`src/hdl/hbt_pkg.sv`:
```
// Constants for the host bridge init and timeout block.
// Assumes one 125 MHz clock and an AXI4-Lite master for configuration.
package hbt_pkg;
  localparam logic [7:0] BOARD_CTRL_OFS    = 8'h00;
  localparam logic [7:0] SLAVE_BASE_OFS    = 8'h04;
  localparam logic [7:0] SLAVE_MAP_OFS     = 8'h08;
  localparam logic [7:0] WINDOW_OFS        = 8'h0C;
  localparam logic [7:0] SLAVE_TMR_OFS     = 8'h10;
  localparam logic [7:0] READY_TMR_OFS     = 8'h14;
  localparam logic [7:0] CTRL_TMR_OFS      = 8'h18;
  localparam logic [7:0] TIMER_CTRL_OFS    = 8'h1C;
  localparam logic [7:0] STATUS_OFS        = 8'h20;
  localparam int         SYS_CTRL_BIT      = 7;
  localparam int         WINDOW_EN_BIT     = 0;
  localparam int         SLAVE_EN_BIT      = 0;
  localparam logic [5:0] TIMER_MODE        = 6'h34;
  localparam logic [1:0] SEL_SLAVE         = 2'h0;
  localparam logic [1:0] SEL_READY         = 2'h1;
  localparam logic [1:0] SEL_CTRL          = 2'h2;
  localparam int         CLK_HZ            = 125000000;
  localparam int         FAST_TICK_HZ      = 10000000;
  localparam int         SLOW_TICK_HZ      = 1250000;
  localparam int         FAST_DIV          = CLK_HZ / FAST_TICK_HZ;
  localparam int         SLOW_DIV          = CLK_HZ / SLOW_TICK_HZ;
  localparam int         HOLD_MAX_NS       = 15000;
  localparam int         LOGIC_DELAY_NS    = 200;
  localparam logic [15:0] READY_CNT_REC    = 16'h0094;
  localparam logic [15:0] SLAVE_CNT_REC    = 16'h007B;
  localparam logic [15:0] CTRL_CNT_REC     = 16'h04E2;
  localparam int         WIN_ADDR_W        = 20;
  localparam logic [31:0] RESET_ZERO       = 32'h0000_0000;
  localparam logic [1:0] RESP_OKAY         = 2'h0;
  localparam logic [1:0] RESP_SLVERR       = 2'h2;
  localparam logic [1:0] RESP_DECERR       = 2'h3;
  typedef enum logic [1:0] {LD_IDLE, LD_LOW, LD_HIGH} hbt_load_t;
endpackage

```
`src/hdl/hbt_bridge.sv`:
```
// Host bridge init, role, window decode and three timeout timers.
// Assumes synchronous inputs, one clock, AXI4-Lite configuration port.
`timescale 1ns/1ps
module hbt_bridge (
  input  wire logic        clk_i,
  input  wire logic        srst_i,
  input  wire logic        ce_i,
  input  wire logic [7:0]  s_awaddr_i,
  input  wire logic        s_awvalid_i,
  output logic             s_awready_o,
  input  wire logic [31:0] s_wdata_i,
  input  wire logic [3:0]  s_wstrb_i,
  input  wire logic        s_wvalid_i,
  output logic             s_wready_o,
  output logic [1:0]       s_bresp_o,
  output logic             s_bvalid_o,
  input  wire logic        s_bready_i,
  input  wire logic [7:0]  s_araddr_i,
  input  wire logic        s_arvalid_i,
  output logic             s_arready_o,
  output logic [31:0]      s_rdata_o,
  output logic [1:0]       s_rresp_o,
  output logic             s_rvalid_o,
  input  wire logic        s_rready_i,
  input  wire logic        host_cyc_i,
  input  wire logic [19:0] host_addr_i,
  input  wire logic        remote_done_i,
  output logic             window_hit_o,
  output logic             host_end_o,
  output logic             remote_suspend_o,
  input  wire logic        remote_cyc_i,
  input  wire logic [23:0] remote_addr_i,
  input  wire logic        remote_comm_i,
  input  wire logic        host_bus_grant_i,
  input  wire logic        xfer_busy_i,
  output logic             remote_ack_o,
  output logic             remote_berr_o,
  output logic             dma_req_o,
  output logic             host_release_o,
  input  wire logic        sys_cyc_i,
  input  wire logic        sys_done_i,
  output logic             sys_ctrl_o,
  output logic             sys_berr_o
);
  ////////////////////////////////////////////////////////////////////////////
  logic [7:0]  board_ctrl_ff;
  logic [15:0] slave_base_ff;
  logic [15:0] slave_map_ff;
  logic [7:0]  window_ff;
  logic [15:0] cnt_ff [3];
  logic [2:0]  armed_ff;
  logic [1:0]  sel_ff;
  hbt_pkg::hbt_load_t load_ff;
  logic [3:0]  fdiv_ff;
  logic [6:0]  sdiv_ff;
  logic        ftick_ff;
  logic        stick_ff;
  logic [15:0] rtmr_ff;
  logic [15:0] stmr_ff;
  logic [15:0] ctmr_ff;
  logic        rrun_ff;
  logic        srun_ff;
  logic        crun_ff;
  logic        aw_ok_ff;
  logic        w_ok_ff;
  logic [7:0]  awaddr_ff;
  logic [31:0] wdata_ff;
  logic [3:0]  wstrb_ff;
  logic [2:0]  expired_ff;
  logic        slave_en;
  logic        win_en;
  logic        do_write;

  function automatic logic [1:0] tsel(input logic [7:0] ofs);
    unique case (ofs)
      hbt_pkg::SLAVE_TMR_OFS: tsel = hbt_pkg::SEL_SLAVE;
      hbt_pkg::READY_TMR_OFS: tsel = hbt_pkg::SEL_READY;
      default:                tsel = hbt_pkg::SEL_CTRL;
    endcase
  endfunction

  function automatic logic [15:0] dec(input logic [15:0] v);
    dec = (v == 16'h0000) ? 16'h0000 : v - 16'h0001;
  endfunction

  assign slave_en = slave_map_ff[hbt_pkg::SLAVE_EN_BIT];
  assign win_en   = window_ff[hbt_pkg::WINDOW_EN_BIT];
  assign do_write = aw_ok_ff && w_ok_ff && !s_bvalid_o;

  ////////////////////////////////////////////////////////////////////////////
  // Write channel: address and data latched in either order
  always_ff @(posedge clk_i) begin
    if (srst_i) begin
      aw_ok_ff    <= 1'b0;
      w_ok_ff     <= 1'b0;
      awaddr_ff   <= 8'h00;
      wdata_ff    <= 32'h0000_0000;
      wstrb_ff    <= 4'h0;
      s_awready_o <= 1'b0;
      s_wready_o  <= 1'b0;
      s_bvalid_o  <= 1'b0;
      s_bresp_o   <= hbt_pkg::RESP_OKAY;
    end else if (ce_i) begin
      s_awready_o <= !aw_ok_ff && !s_awready_o && !s_bvalid_o;
      s_wready_o  <= !w_ok_ff && !s_wready_o && !s_bvalid_o;
      if (s_awvalid_i && s_awready_o) begin
        aw_ok_ff  <= 1'b1;
        awaddr_ff <= s_awaddr_i;
        s_awready_o <= 1'b0;
      end
      if (s_wvalid_i && s_wready_o) begin
        w_ok_ff  <= 1'b1;
        wdata_ff <= s_wdata_i;
        wstrb_ff <= s_wstrb_i;
        s_wready_o <= 1'b0;
      end
      if (do_write) begin
        aw_ok_ff   <= 1'b0;
        w_ok_ff    <= 1'b0;
        s_bvalid_o <= 1'b1;
        s_bresp_o  <= (awaddr_ff > hbt_pkg::STATUS_OFS ||
                       awaddr_ff[1:0] != 2'h0) ?
                      hbt_pkg::RESP_DECERR : hbt_pkg::RESP_OKAY;
      end else if (s_bvalid_o && s_bready_i) begin
        s_bvalid_o <= 1'b0;
      end
    end
  end

  ////////////////////////////////////////////////////////////////////////////
  // Configuration holds until rewritten or reset
  always_ff @(posedge clk_i) begin
    if (srst_i) begin
      board_ctrl_ff <= 8'h00;
      slave_base_ff <= 16'h0000;
      slave_map_ff  <= 16'h0000;
      window_ff     <= 8'h00;
    end else if (ce_i && do_write && wstrb_ff[0]) begin
      unique case (awaddr_ff)
        hbt_pkg::BOARD_CTRL_OFS: board_ctrl_ff <= wdata_ff[7:0];
        hbt_pkg::SLAVE_BASE_OFS: slave_base_ff <= wdata_ff[15:0];
        hbt_pkg::SLAVE_MAP_OFS:  slave_map_ff  <= wdata_ff[15:0];
        hbt_pkg::WINDOW_OFS:     window_ff     <= wdata_ff[7:0];
        default: ;
      endcase
    end
  end

  // Timer load sequence: control byte, then low byte, then high byte
  always_ff @(posedge clk_i) begin
    if (srst_i) begin
      load_ff  <= hbt_pkg::LD_IDLE;
      sel_ff   <= hbt_pkg::SEL_SLAVE;
      armed_ff <= 3'h0;
      for (int i = 0; i < 3; i++) cnt_ff[i] <= 16'h0000;
    end else if (ce_i && do_write && wstrb_ff[0]) begin
      if (awaddr_ff == hbt_pkg::TIMER_CTRL_OFS) begin
        // Wrong mode pattern or reserved select leaves loader idle
        if (wdata_ff[5:0] == hbt_pkg::TIMER_MODE &&
            wdata_ff[7:6] != 2'h3) begin
          sel_ff  <= wdata_ff[7:6];
          load_ff <= hbt_pkg::LD_LOW;
          armed_ff[wdata_ff[7:6]] <= 1'b0;
        end else begin
          load_ff <= hbt_pkg::LD_IDLE;
        end
      end else if (awaddr_ff >= hbt_pkg::SLAVE_TMR_OFS &&
                   awaddr_ff <= hbt_pkg::CTRL_TMR_OFS &&
                   tsel(awaddr_ff) == sel_ff) begin
        unique case (load_ff)
          hbt_pkg::LD_LOW: begin
            cnt_ff[sel_ff][7:0] <= wdata_ff[7:0];
            load_ff <= hbt_pkg::LD_HIGH;
          end
          hbt_pkg::LD_HIGH: begin
            cnt_ff[sel_ff][15:8] <= wdata_ff[7:0];
            armed_ff[sel_ff] <= 1'b1;
            load_ff <= hbt_pkg::LD_IDLE;
          end
          hbt_pkg::LD_IDLE: ;
        endcase
      end
    end
  end

  ////////////////////////////////////////////////////////////////////////////
  // Read channel
  always_ff @(posedge clk_i) begin
    if (srst_i) begin
      s_arready_o <= 1'b0;
      s_rvalid_o  <= 1'b0;
      s_rdata_o   <= hbt_pkg::RESET_ZERO;
      s_rresp_o   <= hbt_pkg::RESP_OKAY;
    end else if (ce_i) begin
      s_arready_o <= !s_arready_o && !s_rvalid_o;
      if (s_arvalid_i && s_arready_o) begin
        s_arready_o <= 1'b0;
        s_rvalid_o  <= 1'b1;
        s_rresp_o   <= hbt_pkg::RESP_OKAY;
        s_rdata_o   <= 32'h0000_0000;
        unique case (s_araddr_i)
          hbt_pkg::BOARD_CTRL_OFS: s_rdata_o[7:0]  <= board_ctrl_ff;
          hbt_pkg::SLAVE_BASE_OFS: s_rdata_o[15:0] <= slave_base_ff;
          hbt_pkg::SLAVE_MAP_OFS:  s_rdata_o[15:0] <= slave_map_ff;
          hbt_pkg::WINDOW_OFS:     s_rdata_o[7:0]  <= window_ff;
          hbt_pkg::SLAVE_TMR_OFS:  s_rdata_o[15:0] <= cnt_ff[0];
          hbt_pkg::READY_TMR_OFS:  s_rdata_o[15:0] <= cnt_ff[1];
          hbt_pkg::CTRL_TMR_OFS:   s_rdata_o[15:0] <= cnt_ff[2];
          hbt_pkg::TIMER_CTRL_OFS: s_rdata_o[7:0]  <= {sel_ff, 6'h00};
          hbt_pkg::STATUS_OFS:     s_rdata_o[5:0]  <=
                                   {expired_ff, armed_ff};
          default:                 s_rresp_o <= hbt_pkg::RESP_DECERR;
        endcase
      end else if (s_rvalid_o && s_rready_i) begin
        s_rvalid_o <= 1'b0;
      end
    end
  end

  ////////////////////////////////////////////////////////////////////////////
  // Tick prescalers from the system clock
  always_ff @(posedge clk_i) begin
    if (srst_i) begin
      fdiv_ff  <= 4'h0;
      sdiv_ff  <= 7'h00;
      ftick_ff <= 1'b0;
      stick_ff <= 1'b0;
    end else if (ce_i) begin
      ftick_ff <= (fdiv_ff == 4'(hbt_pkg::FAST_DIV - 1));
      fdiv_ff  <= (fdiv_ff == 4'(hbt_pkg::FAST_DIV - 1)) ?
                  4'h0 : fdiv_ff + 4'h1;
      stick_ff <= (sdiv_ff == 7'(hbt_pkg::SLOW_DIV - 1));
      sdiv_ff  <= (sdiv_ff == 7'(hbt_pkg::SLOW_DIV - 1)) ?
                  7'h00 : sdiv_ff + 7'h01;
    end
  end

  ////////////////////////////////////////////////////////////////////////////
  // Master-mode window and ready timer. Prescaler phase is free running,
  // so the limit carries up to one tick of slack short.
  always_ff @(posedge clk_i) begin
    if (srst_i) begin
      rtmr_ff          <= 16'h0000;
      rrun_ff          <= 1'b0;
      window_hit_o     <= 1'b0;
      host_end_o       <= 1'b0;
      remote_suspend_o <= 1'b0;
    end else if (ce_i) begin
      window_hit_o <= win_en && host_cyc_i && !host_end_o &&
                      host_addr_i[19:16] == window_ff[7:4];
      host_end_o   <= 1'b0;
      if (!host_cyc_i) begin
        rrun_ff          <= 1'b0;
        remote_suspend_o <= remote_suspend_o && !remote_done_i;
      end else if (window_hit_o && !rrun_ff && !host_end_o &&
                   armed_ff[1]) begin
        rrun_ff <= 1'b1;
        rtmr_ff <= cnt_ff[1];
      end else if (rrun_ff && remote_done_i) begin
        rrun_ff    <= 1'b0;
        host_end_o <= 1'b1;
      end else if (rrun_ff && ftick_ff) begin
        rtmr_ff <= dec(rtmr_ff);
        if (rtmr_ff <= 16'h0001) begin
          rrun_ff          <= 1'b0;
          host_end_o       <= 1'b1;
          remote_suspend_o <= 1'b1;
        end
      end
    end
  end

  ////////////////////////////////////////////////////////////////////////////
  // Slave mode: decode, DMA request, hold timer
  always_ff @(posedge clk_i) begin
    if (srst_i) begin
      stmr_ff        <= 16'h0000;
      srun_ff        <= 1'b0;
      remote_ack_o   <= 1'b0;
      remote_berr_o  <= 1'b0;
      dma_req_o      <= 1'b0;
      host_release_o <= 1'b0;
    end else if (ce_i) begin
      remote_ack_o  <= 1'b0;
      remote_berr_o <= 1'b0;
      if (remote_cyc_i && remote_comm_i) begin
        remote_ack_o <= 1'b1;
      end else if (remote_cyc_i &&
                   (!slave_en || !armed_ff[0])) begin
        remote_berr_o <= 1'b1;
      end else if (remote_cyc_i &&
                   ((remote_addr_i[23:16] ^ slave_base_ff[15:8]) &
                    slave_map_ff[15:8]) == 8'h00) begin
        dma_req_o <= !host_release_o;
        remote_ack_o <= host_bus_grant_i && !xfer_busy_i;
      end else if (remote_cyc_i) begin
        remote_berr_o <= 1'b1;
      end
      // Reload while idle; a zero count after expiry blocks a restart
      if (!host_bus_grant_i) begin
        srun_ff        <= 1'b0;
        host_release_o <= 1'b0;
        stmr_ff        <= cnt_ff[0];
        if (!remote_cyc_i) dma_req_o <= 1'b0;
      end else if (!srun_ff && !host_release_o && stmr_ff != 16'h0000) begin
        srun_ff <= 1'b1;
      end else if (srun_ff && ftick_ff) begin
        stmr_ff <= dec(stmr_ff);
        if (stmr_ff <= 16'h0001) srun_ff <= 1'b0;
      end else if (!srun_ff && !xfer_busy_i) begin
        host_release_o <= 1'b1;
        dma_req_o      <= 1'b0;
      end
    end
  end

  ////////////////////////////////////////////////////////////////////////////
  // System-controller role and transfer timer
  always_ff @(posedge clk_i) begin
    if (srst_i) begin
      ctmr_ff    <= 16'h0000;
      crun_ff    <= 1'b0;
      sys_ctrl_o <= 1'b0;
      sys_berr_o <= 1'b0;
      expired_ff <= 3'h0;
    end else if (ce_i) begin
      sys_ctrl_o <= board_ctrl_ff[hbt_pkg::SYS_CTRL_BIT];
      sys_berr_o <= 1'b0;
      expired_ff <= expired_ff | {1'b0, remote_suspend_o, host_release_o};
      if (!sys_cyc_i || sys_done_i || !sys_ctrl_o || !armed_ff[2]) begin
        crun_ff <= sys_cyc_i && !sys_done_i && crun_ff && sys_ctrl_o;
        if (sys_cyc_i && !crun_ff && !sys_done_i && sys_ctrl_o &&
            armed_ff[2]) begin
          crun_ff <= 1'b1;
          ctmr_ff <= cnt_ff[2];
        end
      end else if (!crun_ff) begin
        crun_ff <= 1'b1;
        ctmr_ff <= cnt_ff[2];
      end else if (stick_ff) begin
        ctmr_ff <= dec(ctmr_ff);
        if (ctmr_ff <= 16'h0001) begin
          sys_berr_o    <= 1'b1;
          crun_ff       <= 1'b0;
          expired_ff[2] <= 1'b1;
        end
      end
    end
  end

  ////////////////////////////////////////////////////////////////////////////
  property p_passive;
    @(posedge clk_i) disable iff (srst_i)
      !win_en |=> !window_hit_o;
  endproperty
  a_passive: assert property (p_passive) else $error("window w/o enable");

  property p_berr_unslaved;
    @(posedge clk_i) disable iff (srst_i)
      ce_i && remote_cyc_i && !remote_comm_i && !slave_en |=>
        remote_berr_o && !remote_ack_o;
  endproperty
  a_berr_unslaved: assert property (p_berr_unslaved) else $error("no berr");

  property p_comm_any;
    @(posedge clk_i) disable iff (srst_i)
      ce_i && remote_cyc_i && remote_comm_i |=> remote_ack_o;
  endproperty
  a_comm_any: assert property (p_comm_any) else $error("comm refused");

  property p_sysctrl;
    @(posedge clk_i) disable iff (srst_i)
      ce_i |=> sys_ctrl_o == $past(board_ctrl_ff[7]);
  endproperty
  a_sysctrl: assert property (p_sysctrl) else $error("role mismatch");

  property p_ready_end;
    @(posedge clk_i) disable iff (srst_i)
      $rose(remote_suspend_o) |-> host_end_o;
  endproperty
  a_ready_end: assert property (p_ready_end) else $error("no host end");

  property p_release_idle;
    @(posedge clk_i) disable iff (srst_i)
      $rose(host_release_o) |-> $past(!xfer_busy_i);
  endproperty
  a_release_idle: assert property (p_release_idle) else $error("early release");

  property p_berr_role;
    @(posedge clk_i) disable iff (srst_i)
      sys_berr_o |-> $past(sys_ctrl_o) && armed_ff[2];
  endproperty
  a_berr_role: assert property (p_berr_role) else $error("stray berr");

  property p_tick;
    @(posedge clk_i) disable iff (srst_i)
      ce_i && ftick_ff ##1 ce_i |-> !ftick_ff;
  endproperty
  a_tick: assert property (p_tick) else $error("tick too wide");

  c_berr: cover property (@(posedge clk_i) sys_berr_o);
  c_suspend: cover property (@(posedge clk_i) $rose(remote_suspend_o));
  c_release: cover property (@(posedge clk_i) $rose(host_release_o));
  c_hit: cover property (@(posedge clk_i) window_hit_o);
endmodule

```
`config.mk`:
```
export PLATFORM = sky130hd
export DESIGN_NAME = hbt_bridge
export DESIGN_NICKNAME = d
export VERILOG_FILES = /design/src/hdl/hbt_pkg.sv /design/src/hdl/hbt_bridge.sv
export SDC_FILE = /design/constraint.sdc
export NUM_CORES = 1
export LEC_CHECK = 0
export BUFFER_PORTS_ARGS = -buffer_cell sky130_fd_sc_hd__buf_2
export CAP_MARGIN = 40
export CORE_MARGIN = 1
export CORE_UTILIZATION = 58
export CTS_CLUSTER_DIAMETER = 100
export CTS_CLUSTER_SIZE = 24
export DETAILED_ROUTE_END_ITERATION = 7
export PLACE_DENSITY = 0.89
export SYNTH_ARGS = -nofsm -noshare
export SYNTH_HDL_FRONTEND = slang
export SYNTH_SLANG_ARGS = --single-unit
```
`constraint.sdc`:
```
create_clock -name clk_i -period 2.4 [get_ports clk_i]
set_input_delay 0.48 -clock clk_i [delete_from_list [all_inputs] [get_ports clk_i]]
set_output_delay 0.48 -clock clk_i [all_outputs]
set_load 0.01 [all_outputs]
```
# Word-level counts from Yosys, hierarchy flattened
# Memories as Yosys holds them, arrays and structs flattened.
# Index checks and enable logic that the tools add are counted.
# word_totals
regBits	183
ram_bits	48
inputBits	112
out_inout_bits	50
word_cells	323
memories	1
# classes
add_sub_neg	5
n_lt_le_gt_ge	10
eq_ne	38
n_mux	115
n_bitwise	6
reduce_logical	108
# mem_list
memory	words	width	read_ports	rd_ports_with_merged_regs	write_ports	line_no	source
cnt_ff	3	16	3	0	3	hbt_bridge.sv:50	logic [15:0] cnt_ff [3];
# ops
operator	count
two-way mux 16 bit	14
two-way mux 1 bit	79
equality test 8 x 5 -> 1 bit (second input constant)	7
<= comparator 16 x 1 -> 1 bit (second input constant)	3
logical NOT 16 bit	3
case mux 6 bit (8 select lines)	1
subtractor 16 x 1 -> 16 bit (second input constant)	3
logical AND 1 bit	43
case mux 8 bit (5 select lines)	1
equality test 8 x 4 -> 1 bit (second input constant)	4
logical NOT 8 bit	3
AND reduction 2 bit	12
logical NOT 1 bit	20
two-way mux 2 bit	9
AND reduction 3 bit	6
equality test 8 x 3 -> 1 bit (second input constant)	2
case mux 2 bit (8 select lines)	1
nonzero test 16 bit	1
nonzero test 2 bit	8
OR reduction 16 bit	1
two-way mux 3 bit	4
inequality test 2 x 1 -> 1 bit (second input constant)	6
inequality test 2 bit (second input constant)	6
AND reduction 4 bit	3
32 further kinds	42

# Longest topological paths before layout
# depth
ltp_word	15
depth_mapped	9
mapped_depth_nobuf	7

# Worst setup path after synthesis
# OpenSTA, ideal clock, no wires.
# synth_path
path_type	register to register
startpoint	register awaddr_ff[0]
endpoint	memory cnt_ff[0][10] (enable)
setup_ns	0.329
arrival_ns	1.795
required_time_ns	2.071
path_slack_ns	0.275
path_stages_with_launch	6
n_path_buf	1
period_less_slack_ns	2.125
cell_sequence	dfxtp_1 or2_1 o32a_4 buf_6 nor4_4 or2_1
# synth_lines
item	line_no	source
start, declared	hbt_bridge.sv:66	logic [7:0] awaddr_ff;
start signal, assigned	hbt_bridge.sv:108	awaddr_ff <= s_awaddr_i;
end, declared	hbt_bridge.sv:50	

# Final worst setup path
# layout_path
startpoint	register stmr_ff[4]
endpoint	register stmr_ff[7]
# layout_via
elab_chain_len	5
elab_cells_between_ends	10
cone_classes	add/sub: 1; eq/ne: 1; mux: 4; reduce/logical: 4
# layout_lines
item	line_no	source
start, declared	hbt_bridge.sv:59	logic [15:0] stmr_ff;
start signal, assigned	hbt_bridge.sv:303	stmr_ff <= cnt_ff[0];
start signal, assigned	hbt_bridge.sv:308	stmr_ff <= dec(stmr_ff);
subtractor 16 x 1 -> 16 bit / logical NOT 16 bit (equally long branches)	hbt_bridge.sv:83	dec = (v == 16'h0000) ? 16'h0000 : v - 16'h0001;
two-way mux 16 bit	hbt_bridge.sv:83	
two-way mux 16 bit	hbt_bridge.sv:307	end else if (srun_ff && ftick_ff) begin
two-way mux 16 bit	hbt_bridge.sv:305	end else if (!srun_ff && !host_release_o && stmr_ff != 16'h0000) begin
two-way mux 16 bit	hbt_bridge.sv:300	if (!host_bus_grant_i) begin
# Several ways; a longest one is shown, not always the timed one. The select of a mux whose other input is x is not followed.
# A chain may end at the register's enable or synchronous reset.

==> summary.txt <==
Outcome
  – Status: complete, no violations

CTS
  – Root buf cell: clkbuf_16
  – CTS tree: done
  – Clk Latency, worst-skew pair: 0.50 ns
  – CTS buffer count: 13
  – # hold bufs at CTS: 0
  – Clock Path Buffers: 3
  – Clock tree sinks: 229
  – H-tree levels: 1
  – Reg clk slew, reported paths: 0.09 ns
  – Postcts setup bufs: 0
  – Number of gates resized after cts: 0

Global routing
  – Total track usage: 0.318
  – Congestion Overflow GR: 0
  – Number of global-route vias before repair: 9734
  – Initial antenna violation count: 1
  – First-pass GRT wire length: 51.0 mm
  – Pin count of the biggest net entering global routing: 156

Critical path
  – CP Cell Sequence: nor4_1 > a41o_1 > o21ai_0 > a22oi_1 > nor2_1
  – Worst r2r src: stmr_ff[4]
  – Req. time, crit path: 2.76 ns
  – Crit path launch: stmr_ff[4]
  – R2R cell count: 5
  – Worst Path Arrival: 2.65 ns
  – Crit Path Class: flop to flop
  – CP max stage delay: 0.79 ns
  – Critical Path Start Type: flop
  – Worst reg2reg endpoint: stmr_ff[7]
  – CP max stage cell: a41o_1
  – Reg2reg setup slack: 0.12 ns
  – Worst Setup EP: stmr_ff[7]
  – CP endpoint kind: flop
  – Crit-path max FO: 25

Run
  – Max-Cap Viols: 0

Logic synthesis
  – Yosys reg bits: 229
  – Prevailing post-synth register cell: dfxtp_1
  – Post-Synthesis Cells: 1318
  – Area leader, netlist: dfxtp_1
  – Post-synth ARST share: 0
  – Yosys Warn Count: 0
  – Synthesized area: 11600 um^2
  – Post-synthesis sequential area ratio: 0.436
  – Number of flops mapped to enable cells by yosys: 48
  – Share of the synthesized area in the top cell type: 0.312
  – Dominant cells by area after synthesis: dfxtp_1 (31%), edfxtp_1 (12%), nand2_1 (5.4%), a21oi_1 (5.3%), nor2_1 (3.2%)
  – Mean Syn Cell Area: 8.81 um^2
  – Post-synth cell types: 88

Final layout
  – Leading cell type in the layout, fill and taps excluded: dfxtp_1
  – Post-layout nets: 1517
  – Most frequent cells in the layout: dfxtp_1 (181), nand2_1 (167), a21oi_1 (122), nor2_1 (98), buf_2 (93)
  – Final-layout fill cell count: 1557
  – P&R area growth vs syn: 10.1%
  – Layout cells sized above 1: 0.157
  – Final core utilization: 0.655

Drt
  – Starting DRC count in detailed routing: 1467
  – First-pass detailed-route iteration total: 6
  – DR vias: 10605
  – Final WL: 32.5 mm
  – # DRC: 0
  – Final ANT Viol Nets: 0
  – Wire length per cell: 19.5 um
  – Via density: 6.36

Power
  – Peak VDD IR: 0.512 mV
  – Leak Pwr: 0.00482 uW
  – Power Density: 556 nW/um^2

Placement
  – Port Buf Inserts: 94
  – Dpl hpwl: 23.6 mm
  – Final RePlAce weighted congestion: 0.945

Die
  – Core Area: 19500 um^2
  – Starting density of the core: 0.595
  – Die height: 144 um
  – Cell Rows: 51
  – Ports: 162
  – Die W: 144 um
  – Die area: 20600 um^2

STA
  – TNS Setup: 0 ns
  – Final period utilization: 0.952
  – Final Setup Violations: 0
  – Pins Over Slew Limit: 0
  – F_max: 0.438 GHz
  – Unrepaired setup endpoints after global routing: false
  – Final Skew: 0.0400 ns
  – Worst-Margin Slew: 0.818 ns
  – Final Hold Violating Endpoints: 0
  – Slew headroom: 0.455
  – Final worst path period need: 2.28 ns

Min path
  – HP Class: input port to flop
-- synthesized netlist by cell type (all sizes together) (8+ instances only) --
library cell / count
buf: 52
nor3: 50
nor4: 29
and3: 9
dfxtp: 181
o31ai: 10
clkbuf: 57
ha: 11
o21ai: 74
a22o: 8
a32oi: 9
xnor2: 9
or3: 8
nand4: 14
a22oi: 20
nor2: 99
nand2: 167
inv: 31
mux2i: 34
nand2b: 10
a21oi: 122
a211oi: 11
nor2b: 17
o32ai: 13
a221oi: 14
nand3: 21
or2: 11
xor2: 13
edfxtp: 48
and2: 48
-- flip-flops by register name (all words and copies together) (netlist names), 16 cells and up --
signal and cells:
rtmr_ff 16, cnt_ff 48, wdata_ff 16, slave_map_ff 16, slave_base_ff 16, stmr_ff 16
s_rdata_o 16, ctmr_ff 16
-- logic make-up (layout without fill, tap and decap cells) --
| kind of cell | after synthesis | in the layout | share of synthesized area |
|---|---|---|---|
| simple gates | 520 | 520 | 0.242 |
| compound gates | 352 | 352 | 0.197 |
| flops | 229 | 229 | 0.436 |
| buf+inv | 141 | 209 | 0.0561 |
| mux | 42 | 42 | 0.0400 |
| xor+xnor | 22 | 22 | 0.0166 |
| fa+ha+maj | 11 | 11 | 0.0119 |
| other cells | 1 | 18 | 0.000323 |
-- where the power goes --
group / switching (uW) / total, uW / internal (uW)
clock network: 1280 / 2310 / 1040
registers: 107 / 4120 / 4010
logic: 425 / 679 / 254
total: 1810 / 7110 / 5300
-- cell type report --
type | count | area (um^2) | share of cell area
Multi-Input combinational cell | 963 | 5950 | 0.465
Sequential cell | 229 | 5060 | 0.396
Clock buffer | 19 | 348 | 0.0272
Antenna cell | 2 | 5.00 | 0.000391
Tap cell | 265 | 332 | 0.0259
Timing Repair Buffer | 155 | 943 | 0.0738
Inverter | 32 | 120 | 0.00939
Clock inverter | 3 | 25.0 | 0.00196
-- worst min-delay path by stage --
stage	cells after the start	slack [ns]	to	startpoint
finish	3	0.22	wdata_ff[15]	s_wdata_i[15]
global route	3	0.23	wdata_ff[13]	s_wdata_i[13]
CTS	3	0.22	wdata_ff[15]	s_wdata_i[15]
detailed placement	2	0.44	slave_map_ff[5]	slave_map_ff[5]
global placement	2	0.44	slave_map_ff[5]	slave_map_ff[5]
floorplan	2	0.42	expired_ff[2]	expired_ff[2]
-- per-layer routing --
layer  vias to the layer above  track usage  wire [um]
met2                       573        0.505      15000
met3                       119       0.0506       3070
met5                         -            0          0
met1                      4985        0.405      12400
li1                       4928            -          -
met4                         0        0.199       2070
-- worst max-delay path, delay by kind of cell (launching register included) --
kind               cells  cell delay [ns]
AOI/OAI and AO/OA      3             1.20
and+or+nand+nor        2             0.57
DFF                    1             0.39
-- through the flow --
stage	total power [uW]	std cells	hold WS [ns]	worst slack (ns)	instance area (um^2)
2_1_floorplan	4640	1333	0.421	0.275	11700
3_3_place_gp	4840	1644	0.438	0.207	12400
3_5_place_dp	4860	1644	0.443	0.173	12400
4_1_cts	7090	1666	0.217	0.190	12800
5_1_grt	7350	1667	0.229	0.00355	12800
6_report	7110	1668	0.225	0.116	12800
(Power assumes the default switching activity.)
